===== config.mk =====
export PLATFORM = sky130hd
export DESIGN_NAME = branch_jump_move_exec
export DESIGN_NICKNAME = d
export VERILOG_FILES = /design/src/hw/bjm_pkg.sv /design/src/hw/bjm_iram.sv /design/src/hw/bjm_target.sv /design/src/hw/branch_jump_move_exec.sv
export VERILOG_INCLUDE_DIRS = /design/src /design/src/hw
export SDC_FILE = /design/constraint.sdc
export NUM_CORES = 1
export LEC_CHECK = 0
export ABC_AREA = 1
export BUFFER_PORTS_ARGS = -buffer_cell sky130_fd_sc_hd__clkbuf_2
export CAP_MARGIN = 40
export CELL_PAD_IN_SITES_DETAIL_PLACEMENT = 2
export CELL_PAD_IN_SITES_GLOBAL_PLACEMENT = 2
export CORE_MARGIN = 2
export CORE_UTILIZATION = 24
export CTS_BUF_LIST = sky130_fd_sc_hd__clkbuf_16
export DETAILED_ROUTE_END_ITERATION = 10
export PLACE_DENSITY = 0.52
export RECOVER_POWER = 25
export SETUP_SLACK_MARGIN = 0.5
export SLEW_MARGIN = 15
export SYNTH_ARGS = -nofsm -noshare
export SYNTH_HDL_FRONTEND = slang
export SYNTH_SLANG_ARGS = --single-unit
export TNS_END_PERCENT = 20

===== constraint.sdc =====
create_clock -name clk_sys_i -period 9.34 [get_ports clk_sys_i]
set_input_delay 1.401 -clock clk_sys_i [delete_from_list [all_inputs] [get_ports clk_sys_i]]
set_output_delay 1.401 -clock clk_sys_i [all_outputs]
set_load 0.02 [all_outputs]

===== src/hw/bjm_cfg.svh =====
// Opcode encodings, instruction lengths and reset values for the branch/jump/move executor
`ifndef BJM_CFG_SVH
`define BJM_CFG_SVH
`define OP_BRANCH_IF_CARRY 8'h40
`define OP_BRANCH_IF_NO_CARRY 8'h50
`define OP_BRANCH_IF_BIT_CLEAR 8'h30
`define OP_BRANCH_IF_ACC_NONZERO 8'h70
`define OP_BRANCH_IF_ACC_ZERO 8'h60
`define OP_INDIRECT_TABLE_JUMP 8'h73
`define OP_LONG_SUBROUTINE_CALL 8'h12
`define OP_LONG_ABSOLUTE_JUMP 8'h02
`define OP_COPY_REG_TO_ACC_MASK 8'hF8
`define OP_COPY_REG_TO_ACC 8'hE8
`define LEN_TWO 16'h0002
`define LEN_THREE 16'h0003
`define LEN_ONE 16'h0001
`define RST_PC 16'h0000
`define RST_ACC 8'h00
`define RST_SP 8'h07
`define RST_DATA_POINTER 16'h0000
`define RST_CARRY 1'b0
`define RST_BANK 2'h0
`endif


===== src/hw/bjm_pkg.sv =====
// Types shared by the branch/jump/move executor
package bjm_pkg;
   typedef enum logic [5:0] {
      ST_FETCH = 6'h01,
      ST_OPER1 = 6'h02,
      ST_OPER2 = 6'h04,
      ST_EXEC = 6'h08,
      ST_PUSH_HI = 6'h10,
      ST_HALT = 6'h20
   } exec_state_t;
   typedef logic [15:0] addr_t;
   typedef logic [7:0] byte_t;
endpackage : bjm_pkg


===== src/hw/bjm_iram.sv =====
// Internal data memory with registered read data
`timescale 1ns/10ps
`default_nettype none
module bjm_iram #(
   parameter int DEPTH = 256
) (
   input wire logic clk_sys_i,
   input wire logic we_i,
   input wire logic [7:0] waddr_i,
   input wire logic [7:0] wdata_i,
   input wire logic [7:0] raddr_i,
   output logic [7:0] rdata_o
);
   logic [7:0] mem [DEPTH];
   always_ff @(posedge clk_sys_i) begin
      if (we_i) begin
         mem[waddr_i] <= wdata_i;
      end
      rdata_o <= mem[raddr_i];
   end
endmodule : bjm_iram
`default_nettype wire


===== src/hw/bjm_target.sv =====
// Branch target arithmetic: next address plus optional sign-extended displacement
`timescale 1ns/10ps
`default_nettype none
module bjm_target (
   input wire logic [15:0] pc_i,
   input wire logic [15:0] len_i,
   input wire logic [7:0] rel_i,
   input wire logic take_i,
   output logic [15:0] target_o
);
   logic [15:0] next_pc;
   always_comb begin
      next_pc = pc_i + len_i;
      target_o = take_i ? next_pc + {{8{rel_i[7]}}, rel_i} : next_pc;
   end
endmodule : bjm_target
`default_nettype wire


===== src/hw/branch_jump_move_exec.sv =====
// Executor for relative branches, table jump, long call/jump and register-to-accumulator copy
// Function
// RULE_01 - carry branch: two bytes, taken on carry
// RULE_02 - relative: advance two, add signed displacement
// RULE_03 - table jump: accumulator plus data pointer
// RULE_04 - table jump changes only program counter
// RULE_05 - bit-clear branch: taken on zero bit
// RULE_06 - bit branch: advance three, add displacement
// RULE_07 - no-carry branch: taken on clear carry
// RULE_08 - nonzero branch: any accumulator bit set
// RULE_09 - zero branch: all accumulator bits clear
// RULE_10 - accumulator branches keep accumulator and flags
// RULE_11 - long call pushes pc plus three
// RULE_12 - stack pointer pre-incremented twice
// RULE_13 - long call loads target, no flags
// RULE_14 - long jump loads 16-bit target
// RULE_15 - copy leaves source and others unchanged
// RULE_16 - register copy into accumulator, one byte
// RULE_17 - working register from active bank
`include "bjm_cfg.svh"
`timescale 1ns/10ps
`default_nettype none
module branch_jump_move_exec #(
   parameter int IRAM_DEPTH = 256
) (
   input wire logic clk_sys_i,
   input wire logic nrst_i,
   // Program memory: address out, byte back in the same cycle
   output bjm_pkg::addr_t code_addr_o,
   input wire bjm_pkg::byte_t code_data_i,
   // Directly addressed bit value, supplied by the bit space outside
   output bjm_pkg::byte_t bit_addr_o,
   input wire logic bit_value_i,
   // Architectural state loaded from outside (other instructions)
   input wire logic load_i,
   input wire bjm_pkg::byte_t load_acc_i,
   input wire logic [15:0] load_data_pointer_i,
   input wire logic load_carry_i,
   input wire logic [1:0] load_bank_i,
   input wire bjm_pkg::byte_t load_sp_i,
   // Observed state
   output bjm_pkg::addr_t pc_o,
   output bjm_pkg::byte_t acc_o,
   output logic [15:0] data_pointer_o,
   output logic carry_o,
   output bjm_pkg::byte_t sp_o,
   output logic [1:0] bank_o,
   output logic retire_o,
   output logic illegal_o
);
   import bjm_pkg::*;

   // ==========================================================
   // Decode helpers
   function automatic logic is_reg_copy(input byte_t op);
      return (op & `OP_COPY_REG_TO_ACC_MASK) == `OP_COPY_REG_TO_ACC;
   endfunction : is_reg_copy

   function automatic logic [15:0] op_len(input byte_t op);
      logic [15:0] len;
      len = `LEN_ONE;
      if (op == `OP_BRANCH_IF_BIT_CLEAR || op == `OP_LONG_SUBROUTINE_CALL
          || op == `OP_LONG_ABSOLUTE_JUMP) begin
         len = `LEN_THREE;
      end else if (op == `OP_BRANCH_IF_CARRY || op == `OP_BRANCH_IF_NO_CARRY
                   || op == `OP_BRANCH_IF_ACC_ZERO || op == `OP_BRANCH_IF_ACC_NONZERO) begin
         len = `LEN_TWO;
      end
      return len;
   endfunction : op_len

   function automatic logic is_known(input byte_t op);
      return is_reg_copy(op) || op_len(op) != `LEN_ONE || op == `OP_INDIRECT_TABLE_JUMP;
   endfunction : is_known

   // Program counter after the step that ends an instruction; shared by the program
   // counter and the fetch address so the next opcode is read without a lost cycle
   function automatic addr_t retire_target(input exec_state_t st, input byte_t op,
      input addr_t pc, input addr_t rel_pc, input addr_t table_pc, input addr_t abs_pc);
      addr_t nxt;
      nxt = pc;
      if (st == ST_PUSH_HI) begin
         nxt = abs_pc; // [RULE_13]
      end else if (st == ST_EXEC) begin
         case (op)
            `OP_INDIRECT_TABLE_JUMP: nxt = table_pc; // [RULE_03]
            `OP_LONG_ABSOLUTE_JUMP: nxt = abs_pc; // [RULE_14]
            // A call keeps its own address until the high return byte is pushed
            `OP_LONG_SUBROUTINE_CALL: nxt = pc;
            default: nxt = is_reg_copy(op) ? pc + `LEN_ONE : rel_pc; // [RULE_16] [RULE_02]
         endcase
      end
      return nxt;
   endfunction : retire_target

   // ==========================================================
   // State
   exec_state_t state_q;
   addr_t pc_q;
   addr_t fetch_q;
   byte_t opcode_q;
   byte_t oper1_q;
   byte_t oper2_q;
   byte_t acc_q;
   logic [15:0] data_pointer_q;
   logic carry_q;
   byte_t sp_q;
   logic [1:0] bank_q;
   logic retire_q;
   logic illegal_q;

   logic take;
   addr_t rel_target;
   logic iram_we;
   byte_t iram_waddr;
   byte_t iram_wdata;
   byte_t iram_raddr;
   byte_t iram_rdata;
   addr_t ret_addr;
   addr_t table_pc;
   addr_t abs_pc;
   addr_t pc_next;

   // ==========================================================
   // Branch condition
   always_comb begin
      take = 1'b0;
      case (opcode_q)
         `OP_BRANCH_IF_CARRY: take = carry_q; // [RULE_01]
         `OP_BRANCH_IF_NO_CARRY: take = ~carry_q; // [RULE_07]
         `OP_BRANCH_IF_ACC_NONZERO: take = |acc_q; // [RULE_08]
         `OP_BRANCH_IF_ACC_ZERO: take = ~(|acc_q); // [RULE_09]
         `OP_BRANCH_IF_BIT_CLEAR: take = ~bit_value_i; // [RULE_05]
         default: take = 1'b0;
      endcase
   end

   // Displacement is the last operand byte: second for two-byte, third for three-byte
   bjm_target u_target (
      .pc_i(pc_q),
      .len_i(op_len(opcode_q)), // [RULE_02] [RULE_06]
      .rel_i(opcode_q == `OP_BRANCH_IF_BIT_CLEAR ? oper2_q : oper1_q), // [RULE_06]
      .take_i(take),
      .target_o(rel_target)
   );

   assign ret_addr = pc_q + `LEN_THREE; // [RULE_11]

   // ==========================================================
   // Program counter targets
   // Table sum is sixteen bits wide so a low-byte carry reaches the high byte
   assign table_pc = {8'h00, acc_q} + data_pointer_q; // [RULE_03]
   assign abs_pc = {oper1_q, oper2_q}; // [RULE_13] [RULE_14]
   assign pc_next = retire_target(state_q, opcode_q, pc_q, rel_target, table_pc, abs_pc);

   // ==========================================================
   // Internal memory ports: stack push and working register read
   always_comb begin
      iram_we = 1'b0;
      iram_waddr = sp_q + 8'h01; // [RULE_12]
      iram_wdata = ret_addr[7:0]; // [RULE_11]
      if (state_q == ST_EXEC && opcode_q == `OP_LONG_SUBROUTINE_CALL) begin
         iram_we = 1'b1;
      end else if (state_q == ST_PUSH_HI) begin
         iram_we = 1'b1;
         iram_wdata = ret_addr[15:8]; // [RULE_11]
      end
      // Read issued during fetch so the register byte is ready at execute
      iram_raddr = {3'h0, bank_q, code_data_i[2:0]}; // [RULE_17]
   end

   bjm_iram #(
      .DEPTH(IRAM_DEPTH)
   ) u_iram (
      .clk_sys_i(clk_sys_i),
      .we_i(iram_we),
      .waddr_i(iram_waddr),
      .wdata_i(iram_wdata),
      .raddr_i(iram_raddr),
      .rdata_o(iram_rdata)
   );

   // ==========================================================
   // Sequencer
   always_ff @(posedge clk_sys_i or negedge nrst_i) begin
      if (!nrst_i) begin
         state_q <= ST_FETCH;
      end else begin
         case (state_q)
            ST_FETCH: begin
               if (!load_i) begin
                  if (!is_known(code_data_i)) begin
                     state_q <= ST_HALT;
                  end else if (is_reg_copy(code_data_i)
                               || code_data_i == `OP_INDIRECT_TABLE_JUMP) begin
                     state_q <= ST_EXEC;
                  end else begin
                     state_q <= ST_OPER1;
                  end
               end
            end
            ST_OPER1: state_q <= (op_len(opcode_q) == `LEN_THREE) ? ST_OPER2 : ST_EXEC;
            ST_OPER2: state_q <= ST_EXEC;
            ST_EXEC: begin
               state_q <= (opcode_q == `OP_LONG_SUBROUTINE_CALL) ? ST_PUSH_HI : ST_FETCH;
            end
            ST_PUSH_HI: state_q <= ST_FETCH;
            ST_HALT: state_q <= load_i ? ST_FETCH : ST_HALT;
            default: state_q <= ST_FETCH;
         endcase
      end
   end

   // Fetch address walks the operand bytes, holds while state is loaded, and then follows
   // the retiring program counter so the next opcode comes from the new location at once
   always_ff @(posedge clk_sys_i or negedge nrst_i) begin
      if (!nrst_i) begin
         fetch_q <= `RST_PC;
      end else if ((state_q == ST_FETCH && !load_i) || state_q == ST_OPER1) begin
         fetch_q <= fetch_q + `LEN_ONE;
      end else if (state_q == ST_FETCH || state_q == ST_OPER2) begin
         fetch_q <= fetch_q;
      end else begin
         fetch_q <= pc_next; // [RULE_02] [RULE_14]
      end
   end

   always_ff @(posedge clk_sys_i or negedge nrst_i) begin
      if (!nrst_i) begin
         opcode_q <= 8'h00;
      end else if (state_q == ST_FETCH) begin
         opcode_q <= code_data_i;
      end
   end

   always_ff @(posedge clk_sys_i or negedge nrst_i) begin
      if (!nrst_i) begin
         oper1_q <= 8'h00;
      end else if (state_q == ST_OPER1) begin
         oper1_q <= code_data_i;
      end
   end

   always_ff @(posedge clk_sys_i or negedge nrst_i) begin
      if (!nrst_i) begin
         oper2_q <= 8'h00;
      end else if (state_q == ST_OPER2) begin
         oper2_q <= code_data_i;
      end
   end

   // Program counter moves only when an instruction ends
   always_ff @(posedge clk_sys_i or negedge nrst_i) begin
      if (!nrst_i) begin
         pc_q <= `RST_PC;
      end else if (state_q == ST_EXEC || state_q == ST_PUSH_HI) begin
         pc_q <= pc_next; // [RULE_03] [RULE_13] [RULE_14]
      end
   end

   // Accumulator changes only on a load or the register copy; branches leave it alone
   always_ff @(posedge clk_sys_i or negedge nrst_i) begin
      if (!nrst_i) begin
         acc_q <= `RST_ACC;
      end else if (state_q == ST_FETCH && load_i) begin
         acc_q <= load_acc_i;
      end else if (state_q == ST_EXEC && is_reg_copy(opcode_q)) begin
         acc_q <= iram_rdata; // [RULE_16] [RULE_15] [RULE_10]
      end
   end

   // Data pointer, carry and bank are never written by this group; only a load moves them
   always_ff @(posedge clk_sys_i or negedge nrst_i) begin
      if (!nrst_i) begin
         data_pointer_q <= `RST_DATA_POINTER;
      end else if ((state_q == ST_FETCH || state_q == ST_HALT) && load_i) begin
         data_pointer_q <= load_data_pointer_i; // [RULE_04]
      end
   end

   always_ff @(posedge clk_sys_i or negedge nrst_i) begin
      if (!nrst_i) begin
         carry_q <= `RST_CARRY;
      end else if ((state_q == ST_FETCH || state_q == ST_HALT) && load_i) begin
         carry_q <= load_carry_i; // [RULE_07] [RULE_10]
      end
   end

   always_ff @(posedge clk_sys_i or negedge nrst_i) begin
      if (!nrst_i) begin
         bank_q <= `RST_BANK;
      end else if ((state_q == ST_FETCH || state_q == ST_HALT) && load_i) begin
         bank_q <= load_bank_i; // [RULE_17]
      end
   end

   // Stack pointer steps before each push byte, so both bytes land above the old top
   always_ff @(posedge clk_sys_i or negedge nrst_i) begin
      if (!nrst_i) begin
         sp_q <= `RST_SP;
      end else if ((state_q == ST_FETCH || state_q == ST_HALT) && load_i) begin
         sp_q <= load_sp_i;
      end else if (iram_we) begin
         sp_q <= sp_q + 8'h01; // [RULE_12]
      end
   end

   // Retire marks the first cycle in which the new program counter is visible
   always_ff @(posedge clk_sys_i or negedge nrst_i) begin
      if (!nrst_i) begin
         retire_q <= 1'b0;
      end else begin
         retire_q <= (state_q == ST_EXEC && opcode_q != `OP_LONG_SUBROUTINE_CALL)
                     || state_q == ST_PUSH_HI;
      end
   end

   // Illegal stays up while halted, so a stray fetch is seen until state is reloaded
   always_ff @(posedge clk_sys_i or negedge nrst_i) begin
      if (!nrst_i) begin
         illegal_q <= 1'b0;
      end else begin
         illegal_q <= (state_q == ST_FETCH && !load_i && !is_known(code_data_i))
                      || (state_q == ST_HALT && !load_i);
      end
   end

   // ==========================================================
   // Outputs
   assign code_addr_o = fetch_q;
   assign bit_addr_o = oper1_q; // [RULE_05]
   assign pc_o = pc_q;
   assign acc_o = acc_q;
   assign data_pointer_o = data_pointer_q;
   assign carry_o = carry_q;
   assign sp_o = sp_q;
   assign bank_o = bank_q;
   assign retire_o = retire_q;
   assign illegal_o = illegal_q;
endmodule : branch_jump_move_exec
`default_nettype wire


==> impl_metrics.env, run 1 <==
export IMPL_outcome="finished, violations left"
export IMPL_violations="max-capacitance violations, max-slew violations"
export IMPL_grt_pass1_vias=15900
export IMPL_core_um2=74300
export IMPL_die_h_um=278
export IMPL_grt_overflow_total=0
export IMPL_crit_arrival_ns=6.13
export IMPL_min_to="opcode_q[2]"
export IMPL_routed_wirelength_um=74400
export IMPL_clkLatencyLatePin_ns=0.63
export IMPL_setup_tns_ns=0
export IMPL_numCtsBuffers=45
export IMPL_max_cap_violations=8
export IMPL_post_drt_wl_per_cell_um=24.9
export IMPL_fin_nets=2074
export IMPL_fp_dieW_um=278
export IMPL_cts_sinks=363
export IMPL_r2r_end="code_addr_o[15]"
export IMPL_min_delay_path_class="flip-flop to flip-flop"
export IMPL_drt_iter0_drc=808
export IMPL_rr_startpoint="opcode_q[7]"
export IMPL_final_cell_mix="nand2_1 (369), edfxtp_1 (256), nor2_1 (189), o21ai_0 (184), inv_1 (153)"
export IMPL_slowest_delay_ns=2.00
export IMPL_cts_resized=0
export IMPL_synth_edf_count=256
export IMPL_clk_pin_slew_ns=0.06
export IMPL_synth_seq_area_share=0.574
export IMPL_route_met3_wl_um=2420
export IMPL_layout_commonest_cell="nand2_1"
export IMPL_path_buf_inv=3
export IMPL_initial_core_util=0.242
export IMPL_cpMaxStageDelayCell="clkbuf_1"
export IMPL_leakage_uw=0.00849
export IMPL_slew_violations=306
export IMPL_path_delay_family="buffers and inverters"
export IMPL_post_synth_cell_area_avg_um2=9.80
export IMPL_clock_skew_ns=0.0454
export IMPL_clockBufferDepth=3
export IMPL_crit_type="primary input to async pin"
export IMPL_layout_drive_gt1_share=0.155
export IMPL_cts_tree="built"
export IMPL_routed_top_layer="met4"
export IMPL_peakVddDrop_uv=202
export IMPL_ant_nets=0
export IMPL_yosys_area_top_type="edfxtp_1"
export IMPL_post_route_period_util=0.645
export IMPL_grt_usage=0.191
export IMPL_drcViolationCount=0
export IMPL_yosys_area_top_type_share=0.427
export IMPL_synthCells=1836
export IMPL_cts_root_buffer="clkbuf_16"
export IMPL_hold_violations=0
export IMPL_grt_first_pass_wirelength_um=110000
export IMPL_postCtsHoldBufs=0
export IMPL_fmax_mhz=166
export IMPL_placementRows=100
export IMPL_syn_nets=1921
export IMPL_dieArea_um2=77200
export IMPL_drtPass1Iterations=5
export IMPL_syn2layout_area_growth_pct=18.8
export IMPL_via_per_inst=4.86
export IMPL_ios=124
export IMPL_crit_required_ns=9.44
export IMPL_cp_common_cell="clkbuf_1"
export IMPL_synthTopCellsByArea="edfxtp_1 (43%), dfrtp_1 (13%), nand2_1 (7.7%), o21ai_0 (5.3%), nor2_1 (4.0%)"
export IMPL_gp_congestion=0.820
export IMPL_yosys_warnings=0
export IMPL_reg2reg_depth=28
export IMPL_netlist_area_um2=18000
export IMPL_setup_violations=0
export IMPL_p_total_uw=7690
export IMPL_synth_seq_cells=363
export IMPL_min_from="opcode_q[2]"
export IMPL_h_tree_depth=2
export IMPL_wl_met2_um=36000
export IMPL_relSlewSlack=-1.09
export IMPL_rsz0062_at_grt="false"
export IMPL_crit_fanout=45
export IMPL_vias=14500
export IMPL_r2r_slack_ns=4.48
export IMPL_antenna_found_initial=4
export IMPL_grt_start_max_net_pins=61
export IMPL_cp_end_kind="async pin"
export IMPL_numPortBuffers=123
export IMPL_async_flop_share=0.273
export IMPL_cellPowerDensity_nw_per_um2=359
export IMPL_place_hpwl_um=53500
export IMPL_whs_path_depth=2
export IMPL_cts_setup_buffers=0
export IMPL_startpoint_type="primary input"
export IMPL_worst_pin_slew_ns=3.13
export IMPL_yosysUniqueCellTypes=69
export IMPL_worstPathCellList="clkbuf_1 -> clkbuf_1 -> clkbuf_1"
export IMPL_yosys_most_used_dff="edfxtp_1"
export IMPL_wl_met1_um=34400
export IMPL_finalCriticalPeriod_ns=6.03
## power by group
part / internal (uW) / leakage (uW) / total [uW] / switching (uW)
clock: 969 / 0.000733 / 1720 / 754
sequential: 2270 / 0.00348 / 2600 / 335
combinational: 946 / 0.00427 / 3360 / 2420
total: 4180 / 0.00849 / 7690 / 3500
## routing by layer
| layer | global-route usage | vias to the layer above |
|---|---|---|
| met5 | 0 | - |
| met2 | 0.325 | 244 |
| met4 | 0.0467 | 0 |
| li1 | - | 6747 |
| met1 | 0.257 | 7483 |
| met3 | 0.0250 | 74 |
## synthesized netlist by cell type, drive strengths merged (30+ instances only)
library cell,n
nand2,380
edfxtp,256
o21ai,208
nor2,206
inv,165
dfrtp,95
nand3,82
a21oi,55
a221oi,49
clkbuf,43
xor2,37
ha,35
buf,30
## registers in the layout, indices dropped and copies added (netlist names)
register / cells
state_q: 6
u_iram.rdata_o: 8
retire_o: 1
data_pointer_o: 16
bit_addr_o: 8
oper2_q: 8
opcode_q: 8
illegal_o: 1
sp_o: 8
carry_o: 1
acc_o: 8
code_addr_o: 16
u_iram.mem: 256
bank_o: 2
pc_o: 16
## per-stage QoR
stage	cell area (um^2)	util	hold WS, ns	cells	setup WS (ns)
2_1_floorplan	18000	-	0.438	1836	5.55
3_3_place_gp	19700	0.265	0.489	2879	4.43
3_5_place_dp	20000	0.269	0.482	2909	4.42
4_1_cts	21500	0.289	0.518	2991	4.40
5_1_grt	21400	0.288	0.561	2993	2.29
6_report	21400	0.288	0.515	2995	3.31
## worst max-delay path by stage
stage / start / to / slack [ns] / cells after the start
floorplan: opcode_q[1] / code_addr_o[15] / 5.55 / 30
global placement: opcode_q[6] / code_addr_o[14] / 4.43 / 25
detailed placement: opcode_q[7] / code_addr_o[15] / 4.42 / 28
CTS: opcode_q[7] / code_addr_o[15] / 4.40 / 28
global route: nrst_i / pc_o[15] / 2.29 / 3
finish: nrst_i / pc_o[14] / 3.31 / 3
## layout make-up
| type | count | area, um^2 |
|---|---|---|
| Antenna cell | 2 | 5.00 |
| Inverter | 171 | 648 |
| Clock inverter | 37 | 314 |
| Tap cell | 969 | 1210 |
| Fill cell | 8315 | 52900 |
| Sequential cell | 363 | 10300 |
| Clock buffer | 45 | 1130 |
| Multi-Input combinational cell | 1229 | 6710 |
| Timing Repair Buffer | 179 | 1040 |
## cells by family after synthesis
family / synth area share
and+or+nand+nor: 0.178
AOI/OAI and AO/OA: 0.144
DFF: 0.574
buffers and inverters: 0.0542
xor gates and xnor gates: 0.0204
adders and majority gates: 0.0277
muxes: 0.00181
## worst reg2reg max path, delay by kind of cell, from the launching register on
| kind | cells | cell delay, ns |
|---|---|---|
| simple gates | 18 | 2.42 |
| fa+ha+maj | 2 | 0.80 |
| compound gates | 3 | 0.62 |
| flops | 1 | 0.44 |
| buf+inv | 4 | 0.28 |
| xor+xnor | 1 | 0.23 |
Power figures use the tool's default switching activity.
==> run 2: changes to the inputs <==
--- a/config.mk
+++ b/config.mk
@@ -6,7 +6,7 @@
 export SDC_FILE = /design/constraint.sdc
 export NUM_CORES = 1
 export LEC_CHECK = 0
-export ABC_AREA = 1
+export ABC_AREA = 0
 export BUFFER_PORTS_ARGS = -buffer_cell sky130_fd_sc_hd__clkbuf_2
 export CAP_MARGIN = 40
 export CELL_PAD_IN_SITES_DETAIL_PLACEMENT = 2
@@ -15,7 +15,7 @@
 export CORE_UTILIZATION = 24
 export CTS_BUF_LIST = sky130_fd_sc_hd__clkbuf_16
 export DETAILED_ROUTE_END_ITERATION = 10
-export PLACE_DENSITY = 0.52
+export PLACE_DENSITY = 0.51
 export RECOVER_POWER = 25
 export SETUP_SLACK_MARGIN = 0.5
 export SLEW_MARGIN = 15
==> constraint.sdc (replaced) <==
create_clock -name clk_sys_i -period 5.54 [get_ports clk_sys_i]
set_input_delay 0.831 -clock clk_sys_i [delete_from_list [all_inputs] [get_ports clk_sys_i]]
set_output_delay 0.831 -clock clk_sys_i [all_outputs]
set_load 0.02 [all_outputs]
==> impl_metrics.env, run 2 <==
export IMPL_peakVddDrop_uv=288
export IMPL_rsz0062_at_grt="false"
export IMPL_cts_setup_buffers=0
export IMPL_cts_tree="built"
export IMPL_outcome="finished, violations left"
export IMPL_yosysUniqueCellTypes=79
export IMPL_path_delay_family="simple AND/OR/NAND/NOR gates"
export IMPL_routed_wirelength_um=61800
export IMPL_grt_first_pass_wirelength_um=90700
export IMPL_relSlewSlack=-1.06
export IMPL_cts_resized=0
export IMPL_ys_top_cells_by_count="edfxtp_1 (256), nand2_1 (157), nor2_1 (98)"
export IMPL_slew_violations=47
export IMPL_largest_register="u_iram.mem"
export IMPL_numPortBuffers=123
export IMPL_worstPathCellList="nor4_4 -> and3b_1 -> inv_1 -> nand3_1 -> ha_1 -> a21oi_1 -> nand2b_1 -> xnor2_1 -> ha_1 -> o21ai_0 -> o21bai_1 -> a21oi_1 -> nor4bb_1 -> a21o_1 -> and3_1 -> or4_1 -> a31oi_1 -> o21ai_0"
export IMPL_core_um2=72800
export IMPL_layout_drive_gt1_share=0.212
export IMPL_min_delay_path_class="primary input to flip-flop"
export IMPL_async_flop_share=0.273
export IMPL_synth_seq_cells=363
export IMPL_rr_startpoint="opcode_q[1]"
export IMPL_cp_startpoint="opcode_q[1]"
export IMPL_worst_pin_slew_ns=3.08
export IMPL_ant_nets=0
export IMPL_synth_edf_count=256
export IMPL_drtPass1Iterations=4
export IMPL_slowest_delay_ns=0.46
export IMPL_p_total_uw=12800
export IMPL_fillers=7791
export IMPL_crit_required_ns=5.98
export IMPL_post_route_period_util=0.827
export IMPL_gp_congestion=0.811
export IMPL_crit_arrival_ns=5.02
export IMPL_h_tree_depth=2
export IMPL_violations="max-capacitance violations, max-slew violations"
export IMPL_hold_violations=0
export IMPL_wl_met1_um=27000
export IMPL_route_met3_wl_um=2160
export IMPL_path_buf_inv=1
export IMPL_post_synth_cell_area_avg_um2=13.2
export IMPL_layout_commonest_cell="edfxtp_1"
export IMPL_syn_nets=1416
export IMPL_clkLatencyLatePin_ns=0.58
export IMPL_startpoint_type="flip-flop"
export IMPL_initial_core_util=0.242
export IMPL_grt_start_max_net_pins=55
export IMPL_largest_register_ffs=256
export IMPL_clockBufferDepth=3
export IMPL_max_cap_violations=2
export IMPL_placementRows=99
export IMPL_yosys_most_used_dff="edfxtp_1"
export IMPL_place_hpwl_um=44700
export IMPL_routed_top_layer="met4"
export IMPL_antenna_found_initial=2
export IMPL_synthCells=1331
export IMPL_via_per_inst=4.79
export IMPL_wl_met2_um=31200
export IMPL_grt_pass1_vias=12900
export IMPL_crit_type="flip-flop to flip-flop"
export IMPL_clk_pin_slew_ns=0.06
export IMPL_setup_violations=0
export IMPL_fmax_mhz=218
export IMPL_clock_skew_ns=0.0187
export IMPL_die_h_um=275
export IMPL_vias=11900
export IMPL_drt_iter0_drc=648
export IMPL_setup_tns_ns=0
export IMPL_numCtsBuffers=44
export IMPL_cts_root_buffer="clkbuf_16"
export IMPL_synth_most_common_cell="edfxtp_1"
export IMPL_final_cell_mix="edfxtp_1 (256), nand2_1 (157), nor2_1 (98), dfrtp_1 (95), mux4_2 (80)"
export IMPL_post_drt_wl_per_cell_um=24.9
export IMPL_dieArea_um2=75500
export IMPL_crit_fanout=7
export IMPL_syn2layout_area_growth_pct=19.6
export IMPL_leakage_uw=0.00772
export IMPL_drcViolationCount=0
export IMPL_yosys_area_top_type="edfxtp_1"
export IMPL_postCtsHoldBufs=0
export IMPL_netlist_area_um2=17600
export IMPL_cellPowerDensity_nw_per_um2=610
export IMPL_cp_end_kind="flip-flop"
export IMPL_ios=124
export IMPL_cts_sinks=363
export IMPL_fp_dieW_um=275
export IMPL_yosys_area_top_type_share=0.437
export IMPL_grt_usage=0.164
export IMPL_finalCriticalPeriod_ns=4.58
export IMPL_cpMaxStageDelayCell="a21oi_1"
export IMPL_preCtsSetupSlack_ns=0.766
export IMPL_min_from="load_bank_i[0]"
export IMPL_synth_seq_area_share=0.587
export IMPL_grt_overflow_total=0
export IMPL_synthTopCellsByArea="edfxtp_1 (44%), dfrtp_1 (14%), mux4_2 (10%), nand2_1 (3.3%), mux2_2 (2.6%)"
export IMPL_setup_slack_ns=0.961
export IMPL_yosys_warnings=0
export IMPL_fin_nets=1568
==> run 2: changes by cell type after synthesis, sizes merged, moves of 15 or more <==
cell    change
nand2     -223
nor2      -108
nand3      -37
mux4       +80
xnor2      +32
a221oi     -48
mux2i      +18
and3       +15
o22ai      -15
o21ai     -163
a31oi      -18
inv       -145
mux2       +39
==> run 2: kinds of logic (layout without fill, tap and decap cells) <==
group | count (synthesis) | in the layout | synth area share
simple gates | 409 | 409 | 0.108
mux | 140 | 140 | 0.139
compound gates | 221 | 221 | 0.0837
xor+xnor | 65 | 65 | 0.0323
fa+ha+maj | 38 | 38 | 0.0283
other cells | 0 | 1 | 0
flops | 363 | 363 | 0.587
buf+inv | 95 | 281 | 0.0215
==> run 2: per-layer routing <==
| layer | GRT usage | up-vias |
|---|---|---|
| li1 | - | 5368 |
| met1 | 0.209 | 6222 |
| met2 | 0.287 | 195 |
| met3 | 0.0267 | 68 |
| met4 | 0.0438 | 0 |
| met5 | 0 | - |
==> run 2: final cells by class <==
type | instances | area, um^2 | share of cell area
antenna | 1 | 2.50 | 0.000119
clock buffer | 44 | 1100 | 0.0523
clock inverter | 36 | 300 | 0.0143
inverter | 20 | 75.1 | 0.00357
multi-input combinational | 873 | 6970 | 0.331
sequential | 363 | 10300 | 0.491
tap | 959 | 1200 | 0.0570
timing repair buffer | 181 | 1070 | 0.0508
==> run 2: worst reg2reg max path, cell delays in order (launching register included) <==
cell,delay [ns]
dfrtp_1,0.45
nor4_4,0.35
and3b_1,0.28
inv_1,0.10
nand3_1,0.11
ha_1,0.24
a21oi_1,0.46
nand2b_1,0.20
xnor2_1,0.10
ha_1,0.36
o21ai_0,0.11
o21bai_1,0.09
a21oi_1,0.39
nor4bb_1,0.12
a21o_1,0.21
and3_1,0.17
or4_1,0.39
a31oi_1,0.21
o21ai_0,0.11
==> run 2: metrics by stage <==
stage	hold slack, ns	instances	util	instance area [um^2]
2_1_floorplan	0.490	1331	-	17600
3_3_place_gp	0.528	2361	0.266	19400
3_5_place_dp	0.529	2385	0.270	19600
4_1_cts	0.324	2465	0.289	21000
5_1_grt	0.441	2476	0.289	21000
6_report	0.452	2477	0.289	21000
==> run 2: power by group <==
group	total [uW]	switching (uW)	leakage [uW]	internal [uW]
logic	5570	3710	0.00342	1850
clock network	2830	1190	0.000733	1640
registers	4440	519	0.00356	3920
total	12800	5420	0.00772	7410
==> run 2: path summary, 6_finish.rpt <==
check                                         end  slack [ns]  cells after the start
worst max-delay path                     pc_o[15]        0.96                     18
worst min-delay path                    bank_o[0]        0.45                      3
worst max register to register           pc_o[15]        0.96                     18
worst min register to register  data_pointer_o[5]        0.53                      2
max in group asynchronous              oper2_q[6]        1.51                      2
min in group asynchronous                 sp_o[3]        1.28                      1
==> run 3: changes to the inputs <==
==> constraint.sdc (replaced) <==
create_clock -name clk_sys_i -period 4.2 [get_ports clk_sys_i]
set_input_delay 0.63 -clock clk_sys_i [delete_from_list [all_inputs] [get_ports clk_sys_i]]
set_output_delay 0.63 -clock clk_sys_i [all_outputs]
set_load 0.02 [all_outputs]
==> impl_metrics.env, run 3 (synthesis gave the netlist of run 2 again) <==
export IMPL_outcome="finished, violations left"
export IMPL_violations="max-capacitance violations, max-slew violations"
export IMPL_largest_register="u_iram.mem"
export IMPL_dieArea_um2=75500
export IMPL_slew_violations=100
export IMPL_final_cell_mix="edfxtp_1 (256), nand2_1 (156), buf_4 (122), clkbuf_2 (121), nor2_1 (97)"
export IMPL_cp_end_kind="flip-flop"
export IMPL_min_delay_path_class="primary input to flip-flop"
export IMPL_max_cap_violations=1
export IMPL_cellPowerDensity_nw_per_um2=825
export IMPL_syn2layout_area_growth_pct=23.8
export IMPL_initial_core_util=0.242
export IMPL_ios=124
export IMPL_routed_wirelength_um=63100
export IMPL_r2r_slack_ns=0.09
export IMPL_crit_type="flip-flop to flip-flop"
export IMPL_drcViolationCount=0
export IMPL_hold_violations=0
export IMPL_h_tree_depth=2
export IMPL_clk_pin_slew_ns=0.06
export IMPL_layout_cells_non_filler=2550
export IMPL_fin_nets=1640
export IMPL_layout_drive_gt1_share=0.315
export IMPL_grt_overflow_total=0
export IMPL_placementRows=99
export IMPL_cts_sinks=363
export IMPL_cts_root_buffer="clkbuf_16"
export IMPL_crit_arrival_ns=4.56
export IMPL_vias=12200
export IMPL_crit_fanout=6
export IMPL_clkLatencyLatePin_ns=0.59
export IMPL_die_h_um=275
export IMPL_numCtsBuffers=44
export IMPL_cts_tree="built"
export IMPL_drtPass1Iterations=5
export IMPL_finalCriticalPeriod_ns=4.11
export IMPL_fillers=7745
export IMPL_peakVddDrop_uv=356
export IMPL_startpoint_type="flip-flop"
export IMPL_dp_cells=2456
export IMPL_whs_ns=0.246
export IMPL_grt_start_max_net_pins=100
export IMPL_crit_required_ns=4.65
export IMPL_post_route_period_util=0.977
export IMPL_core_um2=72800
export IMPL_clockBufferDepth=3
export IMPL_leakage_uw=0.00830
export IMPL_p_total_uw=18000
export IMPL_layout_commonest_cell="edfxtp_1"
export IMPL_gp_congestion=0.814
export IMPL_via_per_inst=4.80
export IMPL_grt_first_pass_wirelength_um=92600
export IMPL_post_drt_wl_per_cell_um=24.7
export IMPL_largest_register_ffs=256
export IMPL_ant_nets=0
export IMPL_utilization=0.299
export IMPL_drt_iter0_drc=643
export IMPL_worst_pin_slew_ns=2.85
export IMPL_rsz0062_at_grt="true"
export IMPL_clock_skew_ns=0.0247
export IMPL_antenna_found_initial=1
export IMPL_setup_violations=0
export IMPL_relSlewSlack=-0.897
export IMPL_grt_pass1_vias=13200
export IMPL_place_hpwl_um=46300
export IMPL_fp_dieW_um=275
export IMPL_grt_usage=0.167
export IMPL_numPortBuffers=123
export IMPL_fmax_mhz=244
[run 3: through the flow]
stage	cell area [um^2]	TNS [ns]	setup WS, ns
2_1_floorplan	17700	0	0.326
3_3_place_gp	20100	0	0.0754
3_5_place_dp	20100	-0.00564	-0.00564
4_1_cts	21600	0	0.0951
5_1_grt	21800	-0.600	-0.138
6_report	21800	0	0.0947
[run 3: repair_timing]
item                       in CTS  in global routing
setup endpoints to repair      26                 27
setup buffers                   5                  7
gates cloned                    0                  0
pin swaps                      18                 20
gates resized for setup        15                 37
hold buffers                    0                  0
[run 3: power by group]
part           total, uW  switching, uW  leakage, uW  internal, uW
Clock               3560           1580     0.000728          1980
Combinational       8650           5400      0.00400          3250
Sequential          5770            594      0.00356          5170
[run 3: area by class of cell]
class	instances	area (um^2)	share of cell area
inverter	20	75.1	0.00344
clock inverter	37	243	0.0111
clock buffer	44	1100	0.0505
antenna	1	2.50	0.000115
timing repair buffer	253	1660	0.0762
sequential	363	10300	0.474
tap	959	1200	0.0551
multi-input combinational	873	7180	0.330
[run 3: worst paths after layout]
path / to / start / depth (start not counted)
worst min register to register: carry_o / carry_o / 2
worst max register to register: pc_o[15] / opcode_q[1] / 18
max in group asynchronous: acc_o[1] / nrst_i / 2
worst max-delay path: pc_o[15] / opcode_q[1] / 18
min in group asynchronous: code_addr_o[14] / nrst_i / 2
worst min-delay path: bank_o[1] / load_bank_i[1] / 3
[run 3: metal layers]
metal | track usage | wire length (um) | vias to the layer above | part of all wire
met5 | 0 | 20 | - | 0.00032
met2 | 0.292 | 31700 | 201 | 0.50
met1 | 0.214 | 27400 | 6428 | 0.44
li1 | - | - | 5523 | -
met4 | 0.0516 | 1820 | 2 | 0.029
met3 | 0.0244 | 2110 | 87 | 0.033
[run 3: worst max-delay path, cell delays in order (launching register included)]
cell      delay, ns
dfrtp_1        0.41
nor4_4         0.32
and3b_2        0.25
inv_2          0.05
nand3_2        0.08
inv_2          0.04
fa_2           0.43
nor4b_4        0.30
xor2_1         0.26
ha_1           0.31
a21oi_2        0.18
nor2b_1        0.07
o21ai_1        0.13
o211ai_1       0.11
a21o_1         0.20
and3_4         0.18
or4_4          0.42
a31oi_4        0.19
o21ai_2        0.07
